==> config.mk <==
export PLATFORM = sky130hd
export DESIGN_NAME = osc_ctrl
export DESIGN_NICKNAME = d
export VERILOG_FILES = /design/src/osc_pkg.sv /design/src/osc_ctrl.sv /design/src/osc_frc_div.sv
export SDC_FILE = /design/constraint.sdc
export NUM_CORES = 1
export LEC_CHECK = 0
export ABC_AREA = 1
export BUFFER_PORTS_ARGS = -buffer_cell sky130_fd_sc_hd__buf_2
export CORE_MARGIN = 2
export CORE_UTILIZATION = 50
export DETAILED_ROUTE_END_ITERATION = 8
export PLACE_DENSITY_LB_ADDON = 0.25
export SLEW_MARGIN = 20
export SYNTH_ARGS = -nofsm -noshare
export SYNTH_HDL_FRONTEND = slang
export SYNTH_SLANG_ARGS = --single-unit
==> constraint.sdc <==
create_clock -name clk_sys_i -period 2.2 [get_ports clk_sys_i]
set_input_delay 0 -clock clk_sys_i [delete_from_list [all_inputs] [get_ports clk_sys_i]]
set_output_delay 0 -clock clk_sys_i [all_outputs]
set_load 0.1 [all_outputs]
==> src/osc_pkg.sv <==
package osc_pkg;

    // register byte addresses
    localparam int          OSC_AW          = 8;
    localparam logic [7:0]  OSC_CTRL_ADDR   = 8'h00;
    localparam logic [7:0]  OSC_KEY_ADDR    = 8'h04;
    localparam logic [7:0]  OSC_STAT_ADDR   = 8'h08;
    localparam logic [7:0]  OSC_MASK_ADDR   = 8'h0C;

    // control word field positions
    localparam int          OSC_SRC_W       = 3;
    localparam int          OSC_RCDIV_LSB   = 24;
    localparam int          OSC_AUXLP_BIT   = 23;
    localparam int          OSC_SRDY_BIT    = 22;
    localparam int          OSC_ACT_LSB     = 12;
    localparam int          OSC_REQ_LSB     = 8;
    localparam int          OSC_CLKLOCK_BIT = 7;
    localparam int          OSC_ULOCK_BIT   = 6;
    localparam int          OSC_SLOCK_BIT   = 5;
    localparam int          OSC_SLPEN_BIT   = 4;
    localparam int          OSC_FAIL_BIT    = 3;
    localparam int          OSC_SEC_EN_BIT  = 1;
    localparam int          OSC_SWEN_BIT    = 0;
    localparam logic [2:0]  OSC_RCDIV_RST   = 3'h0;

    // unlock keys, values arbitrary
    localparam logic [31:0] OSC_KEY_FIRST   = 32'h0000_C1A5;
    localparam logic [31:0] OSC_KEY_SECOND  = 32'h0000_5A1C;

    // interrupt status bits
    localparam int          OSC_IRQ_W       = 3;
    localparam int          OSC_IRQ_SWITCH  = 0;
    localparam int          OSC_IRQ_FAIL    = 1;
    localparam int          OSC_IRQ_SRDY    = 2;

    localparam int          OSC_DIV_W       = 8;

    typedef enum logic [2:0] {
        OSC_SRC_RC_DIV   = 3'h0,
        OSC_SRC_SYS_PLL  = 3'h1,
        OSC_SRC_PRIMARY  = 3'h2,
        OSC_SRC_RSVD     = 3'h3,
        OSC_SRC_SECOND   = 3'h4,
        OSC_SRC_LP_RC    = 3'h5,
        OSC_SRC_BACKUP   = 3'h6,
        OSC_SRC_RC_DIV7  = 3'h7
    } osc_src_t;

    typedef enum logic [1:0] {
        OSC_SW_IDLE = 2'h0,
        OSC_SW_WAIT = 2'h1,
        OSC_SW_DONE = 2'h2
    } osc_sw_state_t;

    typedef enum logic [1:0] {
        OSC_KEY_LOCKED = 2'h0,
        OSC_KEY_HALF   = 2'h1,
        OSC_KEY_OPEN   = 2'h2
    } osc_key_state_t;

    // last count of the fast rc divider for each divider code
    function automatic logic [OSC_DIV_W-1:0] osc_div_last(input logic [2:0] code);
        case (code)
            3'h0:    osc_div_last = 8'h00;
            3'h1:    osc_div_last = 8'h01;
            3'h2:    osc_div_last = 8'h03;
            3'h3:    osc_div_last = 8'h07;
            3'h4:    osc_div_last = 8'h0F;
            3'h5:    osc_div_last = 8'h1F;
            3'h6:    osc_div_last = 8'h3F;
            default: osc_div_last = 8'hFF;
        endcase
    endfunction

endpackage

==> src/osc_ctrl.sv <==
// Notes on behaviour
// - The fast rc clock is divided by 1,2,4,8,16,32,64 or 256 for divider codes 0 to 7, reset 0.
// - Bit 23 enables the low-power auxiliary mode when one, disables it when zero, reset zero.
// - Read-only bit 22 is one only while the secondary oscillator runs stably.
// - Read-only bits 14:12 show the active source with the defined code set.
// - Requested source, secondary enable and switch enable load from configuration at reset.
// - Switch enable resets to the value of the two-speed start-up configuration bit.
// - Control writes are refused unless an unlock sequence precedes them.
// - Bits 31:27, 21:15 and 11 read zero and ignore writes.
`timescale 1ns/1ps
module osc_ctrl (
    // clock and reset
    input  wire logic                      clk_sys_i,
    input  wire logic                      rst_i,
    // apb slave
    input  wire logic [osc_pkg::OSC_AW-1:0] paddr_i,
    input  wire logic                      psel_i,
    input  wire logic                      penable_i,
    input  wire logic                      pwrite_i,
    input  wire logic [31:0]               pwdata_i,
    output logic      [31:0]               prdata_o,
    output logic                           pready_o,
    output logic                           pslverr_o,
    // configuration settings
    input  wire logic [2:0]                cfg_req_source_i,
    input  wire logic                      cfg_sosc_enable_i,
    input  wire logic                      two_speed_startup_cfg_i,
    // clock source status
    input  wire logic [7:0]                src_ready_i,
    input  wire logic                      secondary_osc_ready_i,
    input  wire logic                      usb_pll_lock_i,
    input  wire logic                      sys_pll_lock_i,
    input  wire logic                      clock_fail_i,
    // clock system control
    output logic [2:0]                     active_clock_source_o,
    output logic                           fast_rc_tick_o,
    output logic                           aux_lowpower_enable_o,
    output logic                           sleep_enable_o,
    output logic                           secondary_osc_enable_o,
    output logic                           switch_busy_o,
    // interrupt
    output logic                           irq_o
);
    import osc_pkg::*;

    logic [2:0]           fast_rc_divider_reg;
    logic                 aux_lowpower_enable_reg;
    osc_src_t             active_clock_source_reg;
    osc_src_t             active_clock_source_next;
    logic [2:0]           requested_clock_source_reg;
    logic                 clock_lock_reg;
    logic                 sleep_enable_reg;
    logic                 clock_fail_flag_reg;
    logic                 clock_fail_flag_next;
    logic                 secondary_osc_enable_reg;
    logic                 clock_switch_enable_reg;
    logic                 clock_switch_enable_next;
    logic                 cfg_load_reg;
    osc_sw_state_t        sw_state_reg;
    osc_sw_state_t        sw_state_next;
    osc_key_state_t       key_state_reg;
    osc_key_state_t       key_state_next;
    logic [OSC_IRQ_W-1:0] irq_stat_reg;
    logic [OSC_IRQ_W-1:0] irq_stat_next;
    logic [OSC_IRQ_W-1:0] irq_mask_reg;
    logic [OSC_IRQ_W-1:0] irq_evt_w;
    logic                 srdy_prev_reg;
    logic [31:0]          prdata_reg;
    logic [31:0]          prdata_next;
    logic [31:0]          ctrl_word_w;

    logic                 setup_w;
    logic                 access_w;
    logic                 wr_access_w;
    logic                 hit_ctrl_w;
    logic                 hit_key_w;
    logic                 hit_stat_w;
    logic                 hit_mask_w;
    logic                 mapped_w;
    logic                 unlocked_w;
    logic                 busy_w;
    logic                 ctrl_refused_w;
    logic                 ctrl_wr_w;
    logic                 key_wr_w;
    logic                 stat_wr_w;
    logic                 mask_wr_w;
    logic                 sosc_ready_w;
    logic [2:0]           wr_req_w;
    logic                 wr_swen_w;
    logic                 fail_evt_w;
    logic                 switch_evt_w;

    // apb decode
    assign setup_w     = psel_i & ~penable_i;
    assign access_w    = psel_i & penable_i;
    assign wr_access_w = access_w & pwrite_i;
    assign hit_ctrl_w  = (paddr_i == OSC_CTRL_ADDR);
    assign hit_key_w   = (paddr_i == OSC_KEY_ADDR);
    assign hit_stat_w  = (paddr_i == OSC_STAT_ADDR);
    assign hit_mask_w  = (paddr_i == OSC_MASK_ADDR);
    assign mapped_w    = hit_ctrl_w | hit_key_w | hit_stat_w | hit_mask_w;

    assign unlocked_w     = (key_state_reg == OSC_KEY_OPEN);
    assign busy_w         = (sw_state_reg != OSC_SW_IDLE) | cfg_load_reg;
    // writes while locked or while a switch runs leave every bit alone
    assign ctrl_refused_w = hit_ctrl_w & wr_access_w & (~unlocked_w | busy_w);
    assign ctrl_wr_w      = hit_ctrl_w & wr_access_w & unlocked_w & ~busy_w;
    assign key_wr_w       = hit_key_w & wr_access_w;
    assign stat_wr_w      = hit_stat_w & wr_access_w;
    assign mask_wr_w      = hit_mask_w & wr_access_w;

    assign pready_o  = 1'b1;
    assign pslverr_o = access_w & (~mapped_w | ctrl_refused_w);
    assign prdata_o  = prdata_reg;

    // once the lock bit is set, source selection is frozen until reset
    assign wr_req_w  = clock_lock_reg ? requested_clock_source_reg
                                      : pwdata_i[OSC_REQ_LSB +: OSC_SRC_W];
    assign wr_swen_w = clock_lock_reg ? clock_switch_enable_reg
                                      : pwdata_i[OSC_SWEN_BIT];

    assign sosc_ready_w = secondary_osc_ready_i & secondary_osc_enable_reg;

    // control word; fields not placed below read zero
    always_comb begin
        ctrl_word_w                                   = '0;
        ctrl_word_w[OSC_RCDIV_LSB +: OSC_SRC_W]       = fast_rc_divider_reg;
        ctrl_word_w[OSC_AUXLP_BIT]                    = aux_lowpower_enable_reg;
        ctrl_word_w[OSC_SRDY_BIT]                     = sosc_ready_w;
        ctrl_word_w[OSC_ACT_LSB +: OSC_SRC_W]         = active_clock_source_reg;
        ctrl_word_w[OSC_REQ_LSB +: OSC_SRC_W]         = requested_clock_source_reg;
        ctrl_word_w[OSC_CLKLOCK_BIT]                  = clock_lock_reg;
        ctrl_word_w[OSC_ULOCK_BIT]                    = usb_pll_lock_i;
        ctrl_word_w[OSC_SLOCK_BIT]                    = sys_pll_lock_i;
        ctrl_word_w[OSC_SLPEN_BIT]                    = sleep_enable_reg;
        ctrl_word_w[OSC_FAIL_BIT]                     = clock_fail_flag_reg;
        ctrl_word_w[OSC_SEC_EN_BIT]                   = secondary_osc_enable_reg;
        ctrl_word_w[OSC_SWEN_BIT]                     = clock_switch_enable_reg;
    end

    // read data is caught in the setup phase so it stands during access
    always_comb begin
        prdata_next = prdata_reg;
        if (setup_w & ~pwrite_i) begin
            if (hit_ctrl_w) begin
                prdata_next = ctrl_word_w;
            end else if (hit_key_w) begin
                prdata_next = {31'h0, unlocked_w};
            end else if (hit_stat_w) begin
                prdata_next = {{(32-OSC_IRQ_W){1'b0}}, irq_stat_reg};
            end else if (hit_mask_w) begin
                prdata_next = {{(32-OSC_IRQ_W){1'b0}}, irq_mask_reg};
            end else begin
                prdata_next = '0;
            end
        end
    end

    // unlock: first key then second key, consumed by one control write
    always_comb begin
        key_state_next = key_state_reg;
        if (key_wr_w) begin
            if (pwdata_i == OSC_KEY_FIRST) begin
                key_state_next = OSC_KEY_HALF;
            end else if ((pwdata_i == OSC_KEY_SECOND) && (key_state_reg == OSC_KEY_HALF)) begin
                key_state_next = OSC_KEY_OPEN;
            end else begin
                key_state_next = OSC_KEY_LOCKED;
            end
        end else if (ctrl_wr_w) begin
            key_state_next = OSC_KEY_LOCKED;
        end
    end

    // failure detection sets the flag; a set beats a software clear
    assign fail_evt_w = clock_fail_i & ~clock_fail_flag_reg;
    assign clock_fail_flag_next = clock_fail_i
                                | (ctrl_wr_w ? pwdata_i[OSC_FAIL_BIT] : clock_fail_flag_reg);

    // clock switch sequencer
    always_comb begin
        sw_state_next            = sw_state_reg;
        active_clock_source_next = active_clock_source_reg;
        clock_switch_enable_next = clock_switch_enable_reg;
        if (ctrl_wr_w) begin
            clock_switch_enable_next = wr_swen_w;
        end
        case (sw_state_reg)
            OSC_SW_IDLE: begin
                if (clock_switch_enable_reg & ~cfg_load_reg) begin
                    if (requested_clock_source_reg == OSC_SRC_RSVD) begin
                        clock_switch_enable_next = 1'b0;
                    end else begin
                        sw_state_next = OSC_SW_WAIT;
                    end
                end
            end
            OSC_SW_WAIT: begin
                if (clock_fail_i) begin
                    clock_switch_enable_next = 1'b0;
                    sw_state_next            = OSC_SW_IDLE;
                end else if (src_ready_i[requested_clock_source_reg]) begin
                    active_clock_source_next = osc_src_t'(requested_clock_source_reg);
                    sw_state_next            = OSC_SW_DONE;
                end
            end
            OSC_SW_DONE: begin
                clock_switch_enable_next = 1'b0;
                sw_state_next            = OSC_SW_IDLE;
            end
            default: begin
                sw_state_next = OSC_SW_IDLE;
            end
        endcase
        // a failure seen while the fail flag is clear falls back to the backup rc at once
        if (fail_evt_w) begin
            active_clock_source_next = OSC_SRC_BACKUP;
        end
    end

    assign switch_evt_w = (sw_state_reg == OSC_SW_DONE);

    // interrupt status: write one to clear, a new event wins
    assign irq_evt_w[OSC_IRQ_SWITCH] = switch_evt_w;
    assign irq_evt_w[OSC_IRQ_FAIL]   = fail_evt_w;
    assign irq_evt_w[OSC_IRQ_SRDY]   = sosc_ready_w & ~srdy_prev_reg;
    assign irq_stat_next = (irq_stat_reg & ~(stat_wr_w ? pwdata_i[OSC_IRQ_W-1:0] : '0))
                         | irq_evt_w;
    assign irq_o         = |(irq_stat_reg & irq_mask_reg);

    // bus-side and sequencer registers
    always_ff @(posedge clk_sys_i or posedge rst_i) begin
        if (rst_i) begin
            prdata_reg              <= '0;
            key_state_reg           <= OSC_KEY_LOCKED;
            sw_state_reg            <= OSC_SW_IDLE;
            active_clock_source_reg <= OSC_SRC_RC_DIV;
            clock_fail_flag_reg     <= 1'b0;
            irq_stat_reg            <= '0;
            irq_mask_reg            <= '0;
            srdy_prev_reg           <= 1'b0;
        end else begin
            prdata_reg              <= prdata_next;
            key_state_reg           <= key_state_next;
            sw_state_reg            <= sw_state_next;
            active_clock_source_reg <= active_clock_source_next;
            clock_fail_flag_reg     <= clock_fail_flag_next;
            irq_stat_reg            <= irq_stat_next;
            srdy_prev_reg           <= sosc_ready_w;
            if (mask_wr_w) begin
                irq_mask_reg <= pwdata_i[OSC_IRQ_W-1:0];
            end
        end
    end

    // plain control fields
    always_ff @(posedge clk_sys_i or posedge rst_i) begin
        if (rst_i) begin
            fast_rc_divider_reg     <= OSC_RCDIV_RST;
            aux_lowpower_enable_reg <= 1'b0;
            clock_lock_reg          <= 1'b0;
            sleep_enable_reg        <= 1'b0;
        end else if (ctrl_wr_w) begin
            fast_rc_divider_reg     <= pwdata_i[OSC_RCDIV_LSB +: OSC_SRC_W];
            aux_lowpower_enable_reg <= pwdata_i[OSC_AUXLP_BIT];
            clock_lock_reg          <= clock_lock_reg | pwdata_i[OSC_CLKLOCK_BIT];
            sleep_enable_reg        <= pwdata_i[OSC_SLPEN_BIT];
        end
    end

    // configuration-loaded fields are caught on the first edge after reset
    always_ff @(posedge clk_sys_i or posedge rst_i) begin
        if (rst_i) begin
            cfg_load_reg               <= 1'b1;
            requested_clock_source_reg <= OSC_SRC_RC_DIV;
            secondary_osc_enable_reg   <= 1'b0;
            clock_switch_enable_reg    <= 1'b0;
        end else if (cfg_load_reg) begin
            cfg_load_reg               <= 1'b0;
            requested_clock_source_reg <= cfg_req_source_i;
            secondary_osc_enable_reg   <= cfg_sosc_enable_i;
            clock_switch_enable_reg    <= two_speed_startup_cfg_i;
        end else begin
            clock_switch_enable_reg <= clock_switch_enable_next;
            if (ctrl_wr_w) begin
                requested_clock_source_reg <= wr_req_w;
                secondary_osc_enable_reg   <= pwdata_i[OSC_SEC_EN_BIT];
            end
        end
    end

    osc_rc_div #(
        .DIV_W (OSC_DIV_W)
    ) u_rc_div (
        .clk_sys_i  (clk_sys_i),
        .rst_i      (rst_i),
        .div_code_i (fast_rc_divider_reg),
        .tick_o     (fast_rc_tick_o)
    );

    assign active_clock_source_o  = active_clock_source_reg;
    assign aux_lowpower_enable_o  = aux_lowpower_enable_reg;
    assign sleep_enable_o         = sleep_enable_reg;
    assign secondary_osc_enable_o = secondary_osc_enable_reg;
    assign switch_busy_o          = clock_switch_enable_reg;

endmodule // osc_ctrl

==> src/osc_frc_div.sv <==
`timescale 1ns/1ps
module osc_rc_div #(
    parameter int DIV_W = osc_pkg::OSC_DIV_W
) (
    // clock and reset
    input  wire logic       clk_sys_i,
    input  wire logic       rst_i,
    // divider control
    input  wire logic [2:0] div_code_i,
    // one-cycle enable at the divided rate
    output logic            tick_o
);
    import osc_pkg::*;

    logic [DIV_W-1:0] cnt_reg;
    logic [DIV_W-1:0] cnt_next;
    logic             tick_reg;
    logic [DIV_W-1:0] last_w;
    logic             wrap_w;

    // a shrinking code wraps at once instead of running to the old end
    assign last_w   = osc_div_last(div_code_i);
    assign wrap_w   = (cnt_reg >= last_w);
    assign cnt_next = wrap_w ? '0 : cnt_reg + 1'b1;
    assign tick_o   = tick_reg;

    always_ff @(posedge clk_sys_i or posedge rst_i) begin
        if (rst_i) begin
            cnt_reg  <= '0;
            tick_reg <= 1'b0;
        end else begin
            cnt_reg  <= cnt_next;
            tick_reg <= wrap_w;
        end
    end

endmodule // osc_rc_div

==> metrics <==
cts hold-fix bufs 15; clock period minus worst slack 1980 ps; slew margin rel. 0.479; DP Cell Count 554; non-filler instance count after layout 577; Final WS setup roughly 220 ps; Setup crit end kind flop; Area contributors post-synth dfrtp_1, nand2_1, nand3_1; Via density 5.05; DRT Pass-1 Iters 4; Post-Synth Adder-Cell Area 0.0361; Crit Reg-Reg Startpoint fast_rc_divider_reg[1]; Yosys top cell area share 0.434; Synth Area in XOR/XNOR 0.0141; CP Launch Type flop; DIE AREA 6880 sq um; WL/cell 12.6 um; Period Utilization, post-route 0.898; part of the power in registers 0.448; Simple-Gate Fraction of Synth Area 0.356; DIE WIDTH 83.0 um; gpl congestion approximately 0.87; switch share 0.377; die extent in y around 83 um; worst path arrival time 2210 ps; Pwr Total 2.47 mW; RSZ-0062 raised after global routing false; final core utilization 0.650; max FFs per register 19; Post-Syn Area per Cell ~8.0 sq um; clk sinks 55; vias in the first global route 2744; clk_lat worst skew slightly above 300 ps; leakage 2.22 nW; Yosys cell types 36; post-route cell area just under 4000 sq um; Worst-path clk slew 100 ps; async set-reset flop share out of synthesis 1.00; total global routing track utilization 0.220; DRC viols 0; FF-to-FF End u_rc_div.cnt_reg[3]; # nets final 572; Top FF cell, synth dfrtp_1; Worst Hold End requested_clock_source_reg[2]; Setup Buffers After CTS 0; CP Class reg2reg; Initial Utilization 0.523; Worst R2R Setup Slack 220 ps; path depth of the worst reg2reg path 9; EDFF count, synth 0; Syn Std Cell Area ~3100 sq um; drt initial violations 191; hpwl dp 5470 um; CTS buffer count 5; maximum root-to-sink buffer count 2; dominant cell type by area after synthesis dfrtp_1; Slew @ Worst Pin 780 ps; DRT Wirelength 7280 um; status finished clean; Yosys warnings 0; Worst VDD drop around 550 uV; Max Freq 506 MHz; mux contribution to synthesized area 0; Post-synth top cells nand2_1, dfrtp_1, nand3_1; IO Count 105; post_cts resized 0; grt total ovfl 0; main combinational cell family by area after synthesis simple AND/OR/NAND/NOR gates; ant diodes 0; Clk pwr share 0.280; global-route wire length before repair 12500 um; H-tree levels 2; internal power 1.54 mW; Worst EP required roughly 2400 ps; CTS tree built; via count 2913; register area share after synthesis 0.442; combinational share of power 0.272; remaining antenna violation count 0; root buf cell clkbuf_8; max-cap violations 0; area of placed instances 3610 sq um; DP Worst Slack 235 ps; Sw Pwr approximately 930 uW; largest net degree at the start of global routing 48; IO buf count 90; hold slack 4.87 ps; Worst Path Max Fanout 9; Synth Area in Compound Gates 0.0594; Setup violations, final 0; min-delay worst type in2reg; Final Max Tran Viols 0; hold path depth 3; final hold vios 0; skew final 10.8 ps; Hold Path Origin pwdata_i[10]; Syn Inst Count 392; power density cells 638 nW/um^2; Synth Register Bits 55; area grow syn2layout 24.3%; initial antenna violation count 0; row cnt 28; layout cells sized above 1 0.259; count leader, synth nand2_1; core area 5960 sq um; Setup TNS Final 0 ps
-- cell type report --
class	count	area, sq um
Fill cell	532	2080
Multi-Input combinational cell	291	1510
Sequential cell	55	1380
Timing Repair Buffer	108	623
Inverter	40	151
Tap cell	75	93.8
Clock buffer	5	68.8
Clock inverter	3	46.3
-- critical path: stages, from the launching register on --
cell,delay (ps)
dfrtp_1,440
inv_1,90
o21ai_0,240
a21oi_1,70
ha_1,300
a21oi_1,150
o21ai_0,90
nand2_1,60
nand3_1,240
nor3_1,210
-- routing by layer --
metal | vias to the layer above | wire length, um | GRT usage
met3 | 10 | 433 | 0.0408
met2 | 110 | 3210 | 0.356
met1 | 1318 | 3530 | 0.306
met4 | 0 | 104 | 0.0537
li1 | 1475 | - | -
met5 | - | 0 | 0
-- worst max path at each step --
stage               slack [ps]                   start             endpoint  cells after the start
floorplan                  490            cfg_load_reg            pslverr_o                      4
global placement           360  fast_rc_divider_reg[1]  u_rc_div.cnt_reg[3]                      9
detailed placement         240  fast_rc_divider_reg[1]  u_rc_div.cnt_reg[3]                      9
CTS                        230  fast_rc_divider_reg[1]  u_rc_div.cnt_reg[3]                      9
global route                60  fast_rc_divider_reg[1]  u_rc_div.cnt_reg[3]                      9
finish                     220  fast_rc_divider_reg[1]  u_rc_div.cnt_reg[3]                      9
-- cells in the final DEF (no fill, tap or decap), types with 2 or more instances in the layout --
master and n:
a21oi_1 12, buf_2 90, buf_4 3, clkbuf_8 5, conb_1 15, dfrtp_1 54, dlygate4sd3_1 15, ha_1 9
inv_1 33, inv_2 5, nand2_1 106, nand2_2 2, nand2_4 2, nand3_1 40, nand3_2 3, nand3b_1 2
nand4_1 15, nand4_4 2, nor2_1 35, nor2_2 4, nor2_4 4, nor3_1 9, o21ai_0 8, o21ai_1 9
xor2_1 4
-- cell families (layout without fill, tap and decap cells) --
kind of cell | after synthesis | after routing
simple gates | 228 | 228
flops | 55 | 55
buf+inv | 59 | 156
compound gates | 34 | 34
xor+xnor | 5 | 5
other cells | 2 | 15
fa+ha+maj | 9 | 9
-- power by group through the flow --
stage / Clock, mW / Combinational (mW) / Sequential (mW)
after detailed placement: 0 / 0.653 / 1.13
after global placement: 0 / 0.647 / 1.13
after CTS: 0.699 / 0.674 / 1.11
after global routing: 0.744 / 0.713 / 1.12
final: 0.692 / 0.671 / 1.11
after floorplan: 0 / 0.280 / 1.37
(Power assumes the default switching activity.)
